$ cat config.mk
export PLATFORM = sky130hd
export DESIGN_NAME = mbc_handler
export DESIGN_NICKNAME = d
export VERILOG_FILES = /design/src/common/mbc_pkg.sv /design/src/hw/mbc_crc16.sv /design/src/hw/mbc_handler.sv
export SDC_FILE = /design/constraint.sdc
export NUM_CORES = 1
export LEC_CHECK = 0
export BUFFER_PORTS_ARGS = -buffer_cell sky130_fd_sc_hd__buf_2
export CAP_MARGIN = 40
export CORE_AREA = 4 4 265 267
export DETAILED_ROUTE_END_ITERATION = 16
export DIE_AREA = 0 0 269 271
export MAX_ROUTING_LAYER = met4
export PLACE_DENSITY_LB_ADDON = 0.05
export SYNTH_ARGS = -nofsm -noshare
export SYNTH_HDL_FRONTEND = slang
export SYNTH_SLANG_ARGS = --single-unit
$ cat constraint.sdc
create_clock -name CLOCK -period 40 [get_ports CLOCK]
set_input_delay 8 -clock CLOCK [delete_from_list [all_inputs] [get_ports CLOCK]]
set_output_delay 8 -clock CLOCK [all_outputs]
set_load 0.005 [all_outputs]
$ cat src/common/mbc_pkg.sv
// constants, field layouts and types of the modbus counter/watchdog handler
// assumes a 40 MHz system clock and a byte-level rtu link layer outside
package mbc_pkg;
  localparam int CLK_PERIOD_NS = 25;
  localparam int TICK_NS       = 100_000_000;
  localparam int TICK_CYCLES   = TICK_NS / CLK_PERIOD_NS;
  localparam int NUM_CH        = 8;
  localparam int RX_DEPTH      = 10;

  localparam logic [7:0] FC_READ_BITS  = 8'h01;
  localparam logic [7:0] FC_READ_HOLD  = 8'h03;
  localparam logic [7:0] FC_READ_INPUT = 8'h04;
  localparam logic [7:0] FC_WRITE_COIL = 8'h05;
  localparam logic [7:0] FC_CLEAR_MANY = 8'h0F;
  localparam logic [7:0] EXC_FLAG      = 8'h80;
  localparam logic [7:0] EXC_NONE      = 8'h00;
  localparam logic [7:0] EXC_FUNC      = 8'h01;
  localparam logic [7:0] EXC_ADDR      = 8'h02;
  localparam logic [7:0] EXC_VALUE     = 8'h03;

  localparam logic [15:0] A_COUNT_LAST   = 16'h0007;
  localparam logic [15:0] A_WD_ENABLE    = 16'h0104;
  localparam logic [15:0] A_LATCH_CLEAR  = 16'h0107;
  localparam logic [15:0] A_WD_FLAG      = 16'h010D;
  localparam logic [15:0] A_WD_PERIOD    = 16'h01E8;
  localparam logic [15:0] A_CNT_CLEAR    = 16'h0200;
  localparam logic [15:0] A_MULTI_LAST   = 16'h0207;
  localparam logic [15:0] A_CNT_LAST     = 16'h020D;
  localparam logic [15:0] A_HOST_ALIVE   = 16'h3038;
  localparam logic [15:0] COIL_ON        = 16'hFF00;
  localparam logic [15:0] COIL_OFF       = 16'h0000;
  localparam logic [15:0] ALIVE_DATA     = 16'h0000;
  localparam logic [15:0] QTY_ONE        = 16'h0001;
  localparam logic [15:0] QTY_READ_MAX   = 16'h0008;
  localparam logic [15:0] QTY_CLEAR_MAX  = 16'h000E;
  localparam logic [16:0] CH_END_MAX     = 17'h0_0008;
  localparam logic [7:0]  BYTE_COUNT_ONE = 8'h01;
  localparam logic [7:0]  SLAVE_MIN      = 8'h01;
  localparam logic [7:0]  SLAVE_MAX      = 8'hF7;

  localparam logic [3:0] LEN_MIN   = 4'h4;
  localparam logic [3:0] LEN_STD   = 4'h8;
  localparam logic [3:0] LEN_MULTI = 4'hA;
  localparam logic [4:0] RSP_NONE  = 5'h00;
  localparam logic [4:0] RSP_EXC   = 5'h03;
  localparam logic [4:0] RSP_HEAD  = 5'h03;
  localparam logic [4:0] RSP_BIT   = 5'h04;
  localparam logic [4:0] RSP_REG   = 5'h05;
  localparam logic [4:0] RSP_ECHO  = 5'h06;
  localparam logic [7:0] BC_BIT    = 8'h01;
  localparam logic [7:0] BC_REG    = 8'h02;

  localparam logic [15:0] CRC_INIT    = 16'hFFFF;
  localparam logic [15:0] CRC_POLY    = 16'hA001;
  localparam logic [15:0] CRC_RESIDUE = 16'h0000;
  localparam logic [15:0] CNT_MAX     = 16'hFFFF;

  typedef struct packed {
    logic [7:0]  slave;
    logic [7:0]  func;
    logic [15:0] addr;
    logic [15:0] data;
    logic [7:0]  count;
    logic [7:0]  mask;
  } mbc_req_t;

  typedef enum logic [2:0] {S_RX = 3'h1, S_EXEC = 3'h2, S_TX = 3'h4} mbc_state_t;

  typedef enum logic [5:0] {
    K_NONE = 6'h01, K_CNT = 6'h02, K_BIT = 6'h04,
    K_REG  = 6'h08, K_ECHO = 6'h10, K_EXC = 6'h20
  } mbc_kind_t;
endpackage

$ cat src/hw/mbc_crc16.sv
// one-byte step of the rtu crc, purely combinational
// assumes the caller holds the running value in its own register
module mbc_crc16 #(
  parameter logic [15:0] POLY = mbc_pkg::CRC_POLY
) (
  input  wire logic [15:0] crc_in,
  input  wire logic [7:0]  data_in,
  output logic      [15:0] crc_out
);
  always_comb begin
    logic [15:0] c;
    c = crc_in ^ {8'h00, data_in};
    for (int i = 0; i < 8; i++) begin
      c = c[0] ? ((c >> 1) ^ POLY) : (c >> 1);
    end
    crc_out = c;
  end
endmodule

$ cat src/hw/mbc_handler.sv
// modbus rtu command handler: counter reads, counter and latch clears, host watchdog
// assumes a byte stream from a uart with frame-end detection; tx bytes are paced by TX_READY
module mbc_handler #(
  parameter int TICK_CYCLES = mbc_pkg::TICK_CYCLES
) (
  input  wire logic       CLOCK,
  input  wire logic       RST,
  input  wire logic [7:0] MODULE_ADDR,
  input  wire logic [7:0] EVENT_IN,
  input  wire logic [7:0] TIMEOUT_VALUE,
  input  wire logic       NV_STATUS_IN,
  input  wire logic       RX_VALID,
  input  wire logic [7:0] RX_DATA,
  input  wire logic       RX_FRAME_END,
  input  wire logic       TX_READY,
  output logic            TX_VALID,
  output logic      [7:0] TX_DATA,
  output logic            LATCH_CLEAR,
  output logic            WATCHDOG_ENABLED,
  output logic            TIMEOUT_STATUS,
  output logic            LED_FLASH
);
  localparam int NCH = mbc_pkg::NUM_CH;

  mbc_pkg::mbc_state_t state_reg;
  mbc_pkg::mbc_kind_t  rsp_kind_reg;
  mbc_pkg::mbc_kind_t  dec_kind;
  mbc_pkg::mbc_req_t   req;
  logic [7:0]  rx_buf [mbc_pkg::RX_DEPTH];
  logic [3:0]  rx_len_reg;
  logic        rx_over_reg;
  logic [15:0] rx_crc_reg;
  logic [15:0] rx_crc_upd;
  logic [15:0] tx_crc_reg;
  logic [15:0] tx_crc_upd;
  logic [7:0]  tx_data_reg;
  logic        tx_valid_reg;
  logic [4:0]  tx_idx_reg;
  logic [4:0]  rsp_len_reg;
  logic [7:0]  exc_code_reg;
  logic        rsp_flag_reg;
  logic [7:0]  rsp_period_reg;
  logic [15:0] cnt_reg  [NCH];
  logic [15:0] snap_reg [NCH];
  logic        wd_en_reg;
  logic        flag_reg;
  logic        led_reg;
  logic        latch_reg;
  logic        restore_done_reg;
  logic [31:0] tick_reg;
  logic [7:0]  elapsed_reg;

  assign req = {rx_buf[0], rx_buf[1], rx_buf[2], rx_buf[3],
                rx_buf[4], rx_buf[5], rx_buf[6], rx_buf[7]};

  mbc_crc16 u_rx_crc (.crc_in(rx_crc_reg), .data_in(RX_DATA), .crc_out(rx_crc_upd));
  mbc_crc16 u_tx_crc (.crc_in(tx_crc_reg), .data_in(tx_data_reg), .crc_out(tx_crc_upd));

  wire in_rx   = state_reg == mbc_pkg::S_RX;
  wire in_exec = state_reg == mbc_pkg::S_EXEC;
  wire in_tx   = state_reg == mbc_pkg::S_TX;

  // crc over frame plus its own crc bytes leaves a zero residue
  wire slave_ok = MODULE_ADDR >= mbc_pkg::SLAVE_MIN && MODULE_ADDR <= mbc_pkg::SLAVE_MAX;
  wire frame_ok = in_rx & RX_FRAME_END & !rx_over_reg & (rx_len_reg >= mbc_pkg::LEN_MIN)
                & (rx_buf[0] == MODULE_ADDR) & slave_ok
                & (rx_crc_reg == mbc_pkg::CRC_RESIDUE);

  wire f01 = req.func == mbc_pkg::FC_READ_BITS;
  wire f03 = req.func == mbc_pkg::FC_READ_HOLD;
  wire f04 = req.func == mbc_pkg::FC_READ_INPUT;
  wire f05 = req.func == mbc_pkg::FC_WRITE_COIL;
  wire f0f = req.func == mbc_pkg::FC_CLEAR_MANY;

  wire [16:0] rd_end  = {1'b0, req.addr} + {1'b0, req.data};
  wire qty_rd_ok  = req.data >= mbc_pkg::QTY_ONE && req.data <= mbc_pkg::QTY_READ_MAX
                  && rd_end <= mbc_pkg::CH_END_MAX;
  wire cnt_addr   = req.addr >= mbc_pkg::A_CNT_CLEAR && req.addr <= mbc_pkg::A_CNT_LAST;
  wire multi_addr = req.addr >= mbc_pkg::A_CNT_CLEAR && req.addr <= mbc_pkg::A_MULTI_LAST;
  wire a05 = req.addr == mbc_pkg::A_WD_ENABLE || req.addr == mbc_pkg::A_LATCH_CLEAR
          || req.addr == mbc_pkg::A_WD_FLAG || cnt_addr;
  wire v_one = req.data == mbc_pkg::QTY_ONE;
  wire v05 = req.data == mbc_pkg::COIL_ON
          || (req.addr == mbc_pkg::A_WD_ENABLE && req.data == mbc_pkg::COIL_OFF);
  wire v0f = req.data >= mbc_pkg::QTY_ONE && req.data <= mbc_pkg::QTY_CLEAR_MAX
          && req.count == mbc_pkg::BYTE_COUNT_ONE;
  wire known  = f01 | f03 | f04 | f05 | f0f;
  wire len_ok = f0f ? rx_len_reg == mbc_pkg::LEN_MULTI : rx_len_reg == mbc_pkg::LEN_STD;
  wire a_ok = (f01 & (req.addr == mbc_pkg::A_WD_FLAG)) | (f03 & (req.addr == mbc_pkg::A_WD_PERIOD))
            | (f04 & (req.addr <= mbc_pkg::A_COUNT_LAST)) | (f05 & a05) | (f0f & multi_addr);
  wire v_ok = (f01 & v_one) | (f03 & v_one) | (f04 & qty_rd_ok) | (f05 & v05) | (f0f & v0f);

  wire dec_alive = (f03 | f04) & len_ok & req.addr == mbc_pkg::A_HOST_ALIVE
                 & req.data == mbc_pkg::ALIVE_DATA;
  wire [7:0] dec_code = !known  ? mbc_pkg::EXC_FUNC  :
                        !len_ok ? mbc_pkg::EXC_VALUE :
                        !a_ok   ? mbc_pkg::EXC_ADDR  :
                        !v_ok   ? mbc_pkg::EXC_VALUE : mbc_pkg::EXC_NONE;
  assign dec_kind = dec_alive ? mbc_pkg::K_NONE :
                    dec_code != mbc_pkg::EXC_NONE ? mbc_pkg::K_EXC :
                    f04 ? mbc_pkg::K_CNT : f01 ? mbc_pkg::K_BIT :
                    f03 ? mbc_pkg::K_REG : mbc_pkg::K_ECHO;
  wire [4:0] dec_len = dec_kind == mbc_pkg::K_NONE ? mbc_pkg::RSP_NONE :
                       dec_kind == mbc_pkg::K_EXC  ? mbc_pkg::RSP_EXC  :
                       dec_kind == mbc_pkg::K_CNT  ? mbc_pkg::RSP_HEAD + {req.data[3:0], 1'b0} :
                       dec_kind == mbc_pkg::K_BIT  ? mbc_pkg::RSP_BIT  :
                       dec_kind == mbc_pkg::K_REG  ? mbc_pkg::RSP_REG  : mbc_pkg::RSP_ECHO;

  wire ok_cmd      = in_exec & (dec_kind == mbc_pkg::K_ECHO);
  wire do_wd       = ok_cmd & f05 & (req.addr == mbc_pkg::A_WD_ENABLE);
  wire do_latch    = ok_cmd & f05 & (req.addr == mbc_pkg::A_LATCH_CLEAR);
  wire do_flag_clr = ok_cmd & f05 & (req.addr == mbc_pkg::A_WD_FLAG);
  // 0x0208..0x020D name no fitted channel: acknowledged, nothing to clear
  wire do_clr_one  = ok_cmd & f05 & cnt_addr & !req.addr[3];
  wire do_multi    = ok_cmd & f0f;
  wire [7:0] qty_mask = req.data >= mbc_pkg::QTY_READ_MAX ? 8'hFF :
                        8'((8'h01 << req.data[2:0]) - 8'h01);
  wire [7:0] clr_one  = do_clr_one ? 8'(8'h01 << req.addr[2:0]) : 8'h00;
  wire [7:0] clr_many = do_multi ? 8'((req.mask & qty_mask) << req.addr[2:0]) : 8'h00;
  wire [7:0] clr_vec  = clr_one | clr_many;

  wire is_exc  = rsp_kind_reg == mbc_pkg::K_EXC;
  wire is_echo = rsp_kind_reg == mbc_pkg::K_ECHO;
  wire is_cnt  = rsp_kind_reg == mbc_pkg::K_CNT;
  wire is_bit  = rsp_kind_reg == mbc_pkg::K_BIT;
  wire [4:0] tx_nidx = tx_idx_reg + 5'h01;
  wire [4:0] sel     = in_exec ? 5'h00 : tx_nidx;
  wire [4:0] cnt_off = sel - mbc_pkg::RSP_HEAD;
  wire [2:0] cnt_ch  = req.addr[2:0] + cnt_off[3:1];
  wire [15:0] cnt_word = snap_reg[cnt_ch];
  wire [7:0] cnt_byte  = cnt_off[0] ? cnt_word[7:0] : cnt_word[15:8];
  wire [7:0] count_byte = is_cnt ? {3'h0, req.data[3:0], 1'b0} :
                          is_bit ? mbc_pkg::BC_BIT : mbc_pkg::BC_REG;
  wire [7:0] data_byte  = is_cnt ? cnt_byte : is_bit ? {7'h00, rsp_flag_reg} :
                          (sel == mbc_pkg::RSP_HEAD ? 8'h00 : rsp_period_reg);
  wire [7:0] body_byte  = sel == 5'h00 ? rx_buf[0] :
                          sel == 5'h01 ? (is_exc ? req.func | mbc_pkg::EXC_FLAG : req.func) :
                          is_exc  ? exc_code_reg :
                          is_echo ? rx_buf[sel[3:0]] :
                          sel == 5'h02 ? count_byte : data_byte;
  wire tx_fire = tx_valid_reg & TX_READY;

  always_ff @(posedge CLOCK or posedge RST) begin
    if (RST) begin
      state_reg      <= mbc_pkg::S_RX;
      rsp_kind_reg   <= mbc_pkg::K_NONE;
      tx_valid_reg   <= 1'b0;
      tx_data_reg    <= 8'h00;
      tx_idx_reg     <= 5'h00;
      tx_crc_reg     <= mbc_pkg::CRC_INIT;
      rsp_len_reg    <= 5'h00;
      exc_code_reg   <= 8'h00;
      rsp_flag_reg   <= 1'b0;
      rsp_period_reg <= 8'h00;
    end else begin
      case (state_reg)
        mbc_pkg::S_RX: begin
          if (frame_ok) state_reg <= mbc_pkg::S_EXEC;
        end
        mbc_pkg::S_EXEC: begin
          rsp_kind_reg   <= dec_kind;
          rsp_len_reg    <= dec_len;
          exc_code_reg   <= dec_code;
          rsp_flag_reg   <= flag_reg;
          rsp_period_reg <= TIMEOUT_VALUE;
          tx_idx_reg     <= 5'h00;
          tx_crc_reg     <= mbc_pkg::CRC_INIT;
          tx_data_reg    <= body_byte;
          if (dec_kind == mbc_pkg::K_NONE) begin
            state_reg <= mbc_pkg::S_RX;
          end else begin
            tx_valid_reg <= 1'b1;
            state_reg    <= mbc_pkg::S_TX;
          end
        end
        mbc_pkg::S_TX: begin
          if (tx_fire) begin
            if (tx_idx_reg < rsp_len_reg) tx_crc_reg <= tx_crc_upd;
            tx_idx_reg <= tx_nidx;
            if (tx_nidx < rsp_len_reg) begin
              tx_data_reg <= body_byte;
            end else if (tx_nidx == rsp_len_reg) begin
              tx_data_reg <= tx_crc_upd[7:0];
            end else if (tx_nidx == rsp_len_reg + 5'h01) begin
              tx_data_reg <= tx_crc_reg[15:8];
            end else begin
              tx_valid_reg <= 1'b0;
              state_reg    <= mbc_pkg::S_RX;
            end
          end
        end
        default: state_reg <= mbc_pkg::S_RX;
      endcase
    end
  end

  // half duplex: bytes arriving while a reply is built or sent are dropped
  wire rx_restart = in_exec | in_tx | (in_rx & RX_FRAME_END & !frame_ok);
  wire rx_take    = in_rx & RX_VALID & !RX_FRAME_END;
  wire rx_room    = rx_len_reg < mbc_pkg::LEN_MULTI;

  always_ff @(posedge CLOCK or posedge RST) begin
    if (RST) begin
      rx_len_reg  <= 4'h0;
      rx_over_reg <= 1'b0;
      rx_crc_reg  <= mbc_pkg::CRC_INIT;
    end else if (rx_restart) begin
      rx_len_reg  <= 4'h0;
      rx_over_reg <= 1'b0;
      rx_crc_reg  <= mbc_pkg::CRC_INIT;
    end else if (rx_take) begin
      if (rx_room) begin
        rx_len_reg <= rx_len_reg + 4'h1;
        rx_crc_reg <= rx_crc_upd;
      end else begin
        rx_over_reg <= 1'b1;
      end
    end
  end

  always_ff @(posedge CLOCK) begin
    if (rx_take && rx_room) rx_buf[rx_len_reg] <= RX_DATA;
  end

  always_ff @(posedge CLOCK or posedge RST) begin
    if (RST) begin
      for (int i = 0; i < NCH; i++) begin
        cnt_reg[i]  <= 16'h0000;
        snap_reg[i] <= 16'h0000;
      end
    end else begin
      for (int i = 0; i < NCH; i++) begin
        // an event in the clearing cycle is kept as the first count
        if (clr_vec[i]) cnt_reg[i] <= {15'h0000, EVENT_IN[i]};
        else if (EVENT_IN[i] && cnt_reg[i] != mbc_pkg::CNT_MAX) cnt_reg[i] <= cnt_reg[i] + 16'h0001;
        if (in_exec) snap_reg[i] <= cnt_reg[i];
      end
    end
  end

  wire alive_hit  = in_exec & dec_alive;
  wire tick_done  = tick_reg == 32'(TICK_CYCLES - 1);
  wire wd_restart = alive_hit | !wd_en_reg | do_wd;
  // a timeout value of zero never expires
  wire expire  = wd_en_reg & (TIMEOUT_VALUE != 8'h00) & (elapsed_reg >= TIMEOUT_VALUE);
  wire nv_load = !restore_done_reg & NV_STATUS_IN;

  always_ff @(posedge CLOCK or posedge RST) begin
    if (RST) begin
      tick_reg         <= 32'h0000_0000;
      elapsed_reg      <= 8'h00;
      wd_en_reg        <= 1'b0;
      flag_reg         <= 1'b0;
      led_reg          <= 1'b0;
      latch_reg        <= 1'b0;
      restore_done_reg <= 1'b0;
    end else begin
      tick_reg <= (alive_hit | tick_done) ? 32'h0000_0000 : tick_reg + 32'h0000_0001;
      if (wd_restart) elapsed_reg <= 8'h00;
      else if (tick_done && elapsed_reg != 8'hFF) elapsed_reg <= elapsed_reg + 8'h01;
      if (do_wd) wd_en_reg <= req.data == mbc_pkg::COIL_ON;
      if (expire | nv_load) flag_reg <= 1'b1;
      else if (do_flag_clr) flag_reg <= 1'b0;
      led_reg          <= flag_reg & (tick_done ? !led_reg : led_reg);
      latch_reg        <= do_latch;
      restore_done_reg <= 1'b1;
    end
  end

  assign TX_VALID         = tx_valid_reg;
  assign TX_DATA          = tx_data_reg;
  assign LATCH_CLEAR      = latch_reg;
  assign WATCHDOG_ENABLED = wd_en_reg;
  assign TIMEOUT_STATUS   = flag_reg;
  assign LED_FLASH        = led_reg;
endmodule

==> results.md <==
Run status:
- The run finished with clean final reports.

Drt:
- The DRC violations left is 0.
- The detailed router's first-iteration violation count is 2,062.
- After detailed routing, the average wire length per cell comes to 21.7 um.
- Once detail routing completed, the nets flagged for antenna violations numbered 0.
- The total iterations of the first detailed-routing run is 6.
- The via count is 21.5k.
- The average vias per placed instance is 5.58.
- The total routed wirelength is 83.8 mm.

STA:
- On the final layout, the worst clock skew is 22.3 ps.
- The max-slew violation total from the final report is 0.
- For the pin with the worst max-slew slack, the measured transition is 988 ps.
- The worst path needs 9350 ps of the cycle, external delays included.
- Headroom to the max-slew limit came out at 0.341.
- The post-route setup TNS is 0 ps.
- The worst path setup slack after routing is 30,650 ps.
- Dividing the final minimum period by the clock period gives 0.234.
- The number of hold-slack violations in the final timing report came to 0.
- The highest achievable clock rate is 0.107 GHz.
- Setup violations remaining at the end of the flow were counted as 0.
- Hold timing on the final database bottoms out at a slack of 475 ps.
- Setup repair after global routing left no endpoint under its margin.

Placement:
- Counting tap cells, the placed design contains a total of 3,746 instances.
- Routability-driven placement finished with a final weighted congestion of 0.917.
- The count of buffers added on input and output ports is 50.
- At the placement stage, the worst setup path has a slack of 30,070 ps.
- The detailed placer's ending HPWL is 59.1 mm.

Logic synthesis:
- Of the total synthesized cell area, the portion taken by full adders, half adders and majority gates is 0.0309.
- Each instance of the synthesized netlist takes up on average 9.33 um^2.
- The synthesized design contains 505 register bits.
- The largest family of logic cells by synthesized area is simple AND/OR/NAND/NOR gates.
- The share of the Yosys chip area taken by registers is 0.496.
- The count of flip-flops with a built-in enable after synthesis is 128.
- The Yosys step of the flow raised 0 warnings.
- Of the total synthesized cell area, the portion taken by AND, OR, NAND and NOR gates is 0.240.
- The fraction of the mapped netlist area in compound gates is 0.0981.
- After technology mapping, the gate count stands at 2,878.
- The portion of synthesized area spent on multiplexers is 0.0307.
- The count of cell types in the netlist is 89.
- In this run the cell area of the synthesized design comes to 26,800 um^2.
- The proportion of synthesized flip-flops having asynchronous set or reset is 0.747.
- In the synthesized netlist the dominant register cell turns out to be dfrtp_1.
- The area share of xor/xnor cells in the synthesized design is 0.0757.

Setup path:
- The cell type of the slowest stage on the worst timing path is nor2_1.
- The kind of capture point of the worst setup path is a flip-flop.
- The data arrival time of the critical path is 9850 ps.
- The worst register-to-register path ends at TX_DATA[3].
- The launch point of the worst reg-to-reg path is state_reg[0].
- The maximum fanout count along the critical path is 11.
- The critical path is of the input pin to flip-flop type.
- The endpoint required time on the critical path is 40,510 ps.
- The largest single stage delay on the critical path is 350 ps.
- The number of cells on the worst reg-to-reg path is 17.
- The flop-to-flop setup slack is 33,910 ps.
- STA classifies the critical path startpoint as an input pin.
- The critical path goes through buf_2 > inv_1 > o22ai_1 > nor3_1 > nand3_1 > nor2_1 > o2111ai_1 > a31oi_1 > nor2_1 > nor2_1 > buf_4 > o211ai_1.
- Among the stages of the critical path, the cell type that occurs most often is nor2_1.

CTS:
- The CTS root buffer is clkbuf_16.
- The number of hold-repair buffers added at the cts stage is 0.
- The clock sink count is 505.
- The H-tree was split into 2 levels.
- TritonCTS built the clock tree.
- Clock latency on the worst-skew pair, taken at its later pin, is 620 ps.
- Once the clock tree was built, the setup fixing pass inserted 0 buffers.
- The maximum buffer depth of the clock tree is 3.
- Clock-pin slew was measured on the worst setup and hold paths at 60 ps.
- The quantity of gates resized following cts is 0.
- The clock buffer count from CTS is 57.

GRT:
- The first-pass GRT wire length is 129 mm.
- The largest net degree at the start of global routing is 195.
- The via count of the first global-routing pass is 20.9k.
- The combined global-route utilization of all metal layers is 0.235.
- The initial antenna violation count is 3.
- After global routing the overflow that remains totals 0.

Power and ir drop:
- Summing internal, switching and leakage power gives 1.43 mW.
- The standby leakage power is 12.9 nW.
- The worst IR drop on VDD is 0.0000309 V.
- The power per cell area is 47.8 nW/um^2.

Die:
- After floorplanning, the core was sized to cover 68,100 um^2.
- The number of placement rows is 96.
- The height of the die is 271 um.
- The number of top-level pins is 51.
- The die span in x is 269 um.
- The floorplan step defined a die boundary enclosing 72,900 um^2.
- The initial utilization of the core area, before any placement, comes to 0.394.

Layout:
- The net count of the finished layout is 3,026.
- The area growth from synthesis to layout is 11.9%.
- The library cells used most frequently in the layout, excluding fill and tap cells, are 641 x nand2_1, 342 x dfrtp_1, 290 x nor2_1, 136 x xnor2_1, 136 x nand3_1.
- The filler cells instantiated in the layout total 6,634.
- In the final layout, the share of cells above drive strength 1 is 0.0866.
- The post-route non-filler standard cell count is 3,852.
- Leaving out fill and tap cells, the most frequent cell in the layout is nand2_1.

Hold path:
- The worst hold path passes through 2 cells.
- The path with the worst hold slack has its endpoint at snap_reg[123].
- The worst hold path belongs to the class flip-flop to flip-flop.
- In this run the most critical hold path is launched from snap_reg[123].

Run:
- The number of maximum-capacitance constraint violations is 0.
-- area by class of cell --
cell class / instances / area [um^2] / share of cell area
antenna: 1 / 2.50 / 0.0000833
clock buffer: 75 / 1590 / 0.0531
clock inverter: 30 / 303 / 0.0101
inverter: 68 / 263 / 0.00875
multi-input combinational: 2211 / 12900 / 0.429
sequential: 505 / 13300 / 0.443
tap: 882 / 1100 / 0.0367
timing repair buffer: 80 / 554 / 0.0185
-- cell usage after synthesis, types with 8 or more instances --
cell / count / area share
and2_1: 18 / 0.0042
o22ai_1: 12 / 0.0028
nor3_1: 63 / 0.012
nor2_1: 290 / 0.041
o211ai_1: 18 / 0.0050
nand3_1: 136 / 0.025
nand2_1: 641 / 0.090
edfxtp_1: 128 / 0.14
ha_1: 63 / 0.029
o21ai_0: 105 / 0.020
nand2b_1: 14 / 0.0033
a31oi_1: 24 / 0.0056
a21o_1: 10 / 0.0028
a2111oi_0: 8 / 0.0026
or3_1: 22 / 0.0051
o21a_1: 15 / 0.0042
nand4_1: 54 / 0.013
inv_1: 64 / 0.0089
xor2_1: 96 / 0.031
nor4_1: 27 / 0.0063
mux2i_1: 43 / 0.016
dfrtp_1: 343 / 0.32
or4_1: 10 / 0.0028
a221oi_1: 12 / 0.0039
nor2b_1: 37 / 0.0086
a22oi_1: 8 / 0.0022
clkbuf_1: 92 / 0.013
dfstp_2: 34 / 0.033
a21oi_1: 73 / 0.014
buf_1: 12 / 0.0017
a211oi_1: 26 / 0.0073
mux2_2: 8 / 0.0034
mux4_2: 11 / 0.0092
and4_1: 15 / 0.0049
o31ai_1: 14 / 0.0039
buf_2: 19 / 0.0035
and3_1: 37 / 0.0086
nand3b_1: 8 / 0.0022
xnor2_1: 136 / 0.044
-- logic make-up after synthesis --
group,Yosys count
and+or+nand+nor,1415
DFF,505
AOI/OAI and AO/OA,399
xor gates and xnor gates,232
buffers and inverters,193
muxes,67
adders and majority gates,65
other,2
-- per-layer routing --
layer | part of all wire | global-route usage | up-vias
li1 | - | - | 10085
met1 | 0.49 | 0.352 | 10693
met2 | 0.44 | 0.342 | 603
met3 | 0.060 | 0.0363 | 104
met4 | 0.016 | 0.0388 | 0
met5 | 0 | - | -
-- through the flow --
step,cell area (um^2),util
after floorplan,27000,-
after global placement,28000,0.411
after detailed placement,28100,0.413
after CTS,30000,0.441
after global routing,30000,0.441
final,30000,0.441
-- how the worst max path moves through the flow --
stage / from / endpoint / slack [ps]
after floorplan: RST / LATCH_CLEAR / 21580
after global placement: MODULE_ADDR[0] / rx_crc_reg[10] / 29770
after detailed placement: MODULE_ADDR[1] / rx_crc_reg[7] / 30070
after CTS: TX_DATA[2] / TX_DATA[2] / 30730
after global routing: RX_FRAME_END / rx_crc_reg[7] / 30420
final: MODULE_ADDR[1] / rx_crc_reg[11] / 30650
-- critical path, delay by kind of cell --
kind	cells	cell delay, ps
AND/OR/NAND/NOR	5	890
AO/OA/AOI/OAI	4	550
buffers and inverters	3	410
-- power by group --
group	switching [mW]	total [mW]	internal [mW]	leakage [nW]
registers	0.0432	0.609	0.565	6.15
logic	0.186	0.292	0.106	5.77
clock network	0.221	0.534	0.312	0.936
total	0.451	1.43	0.984	12.9
(Power assumes the default switching activity.)
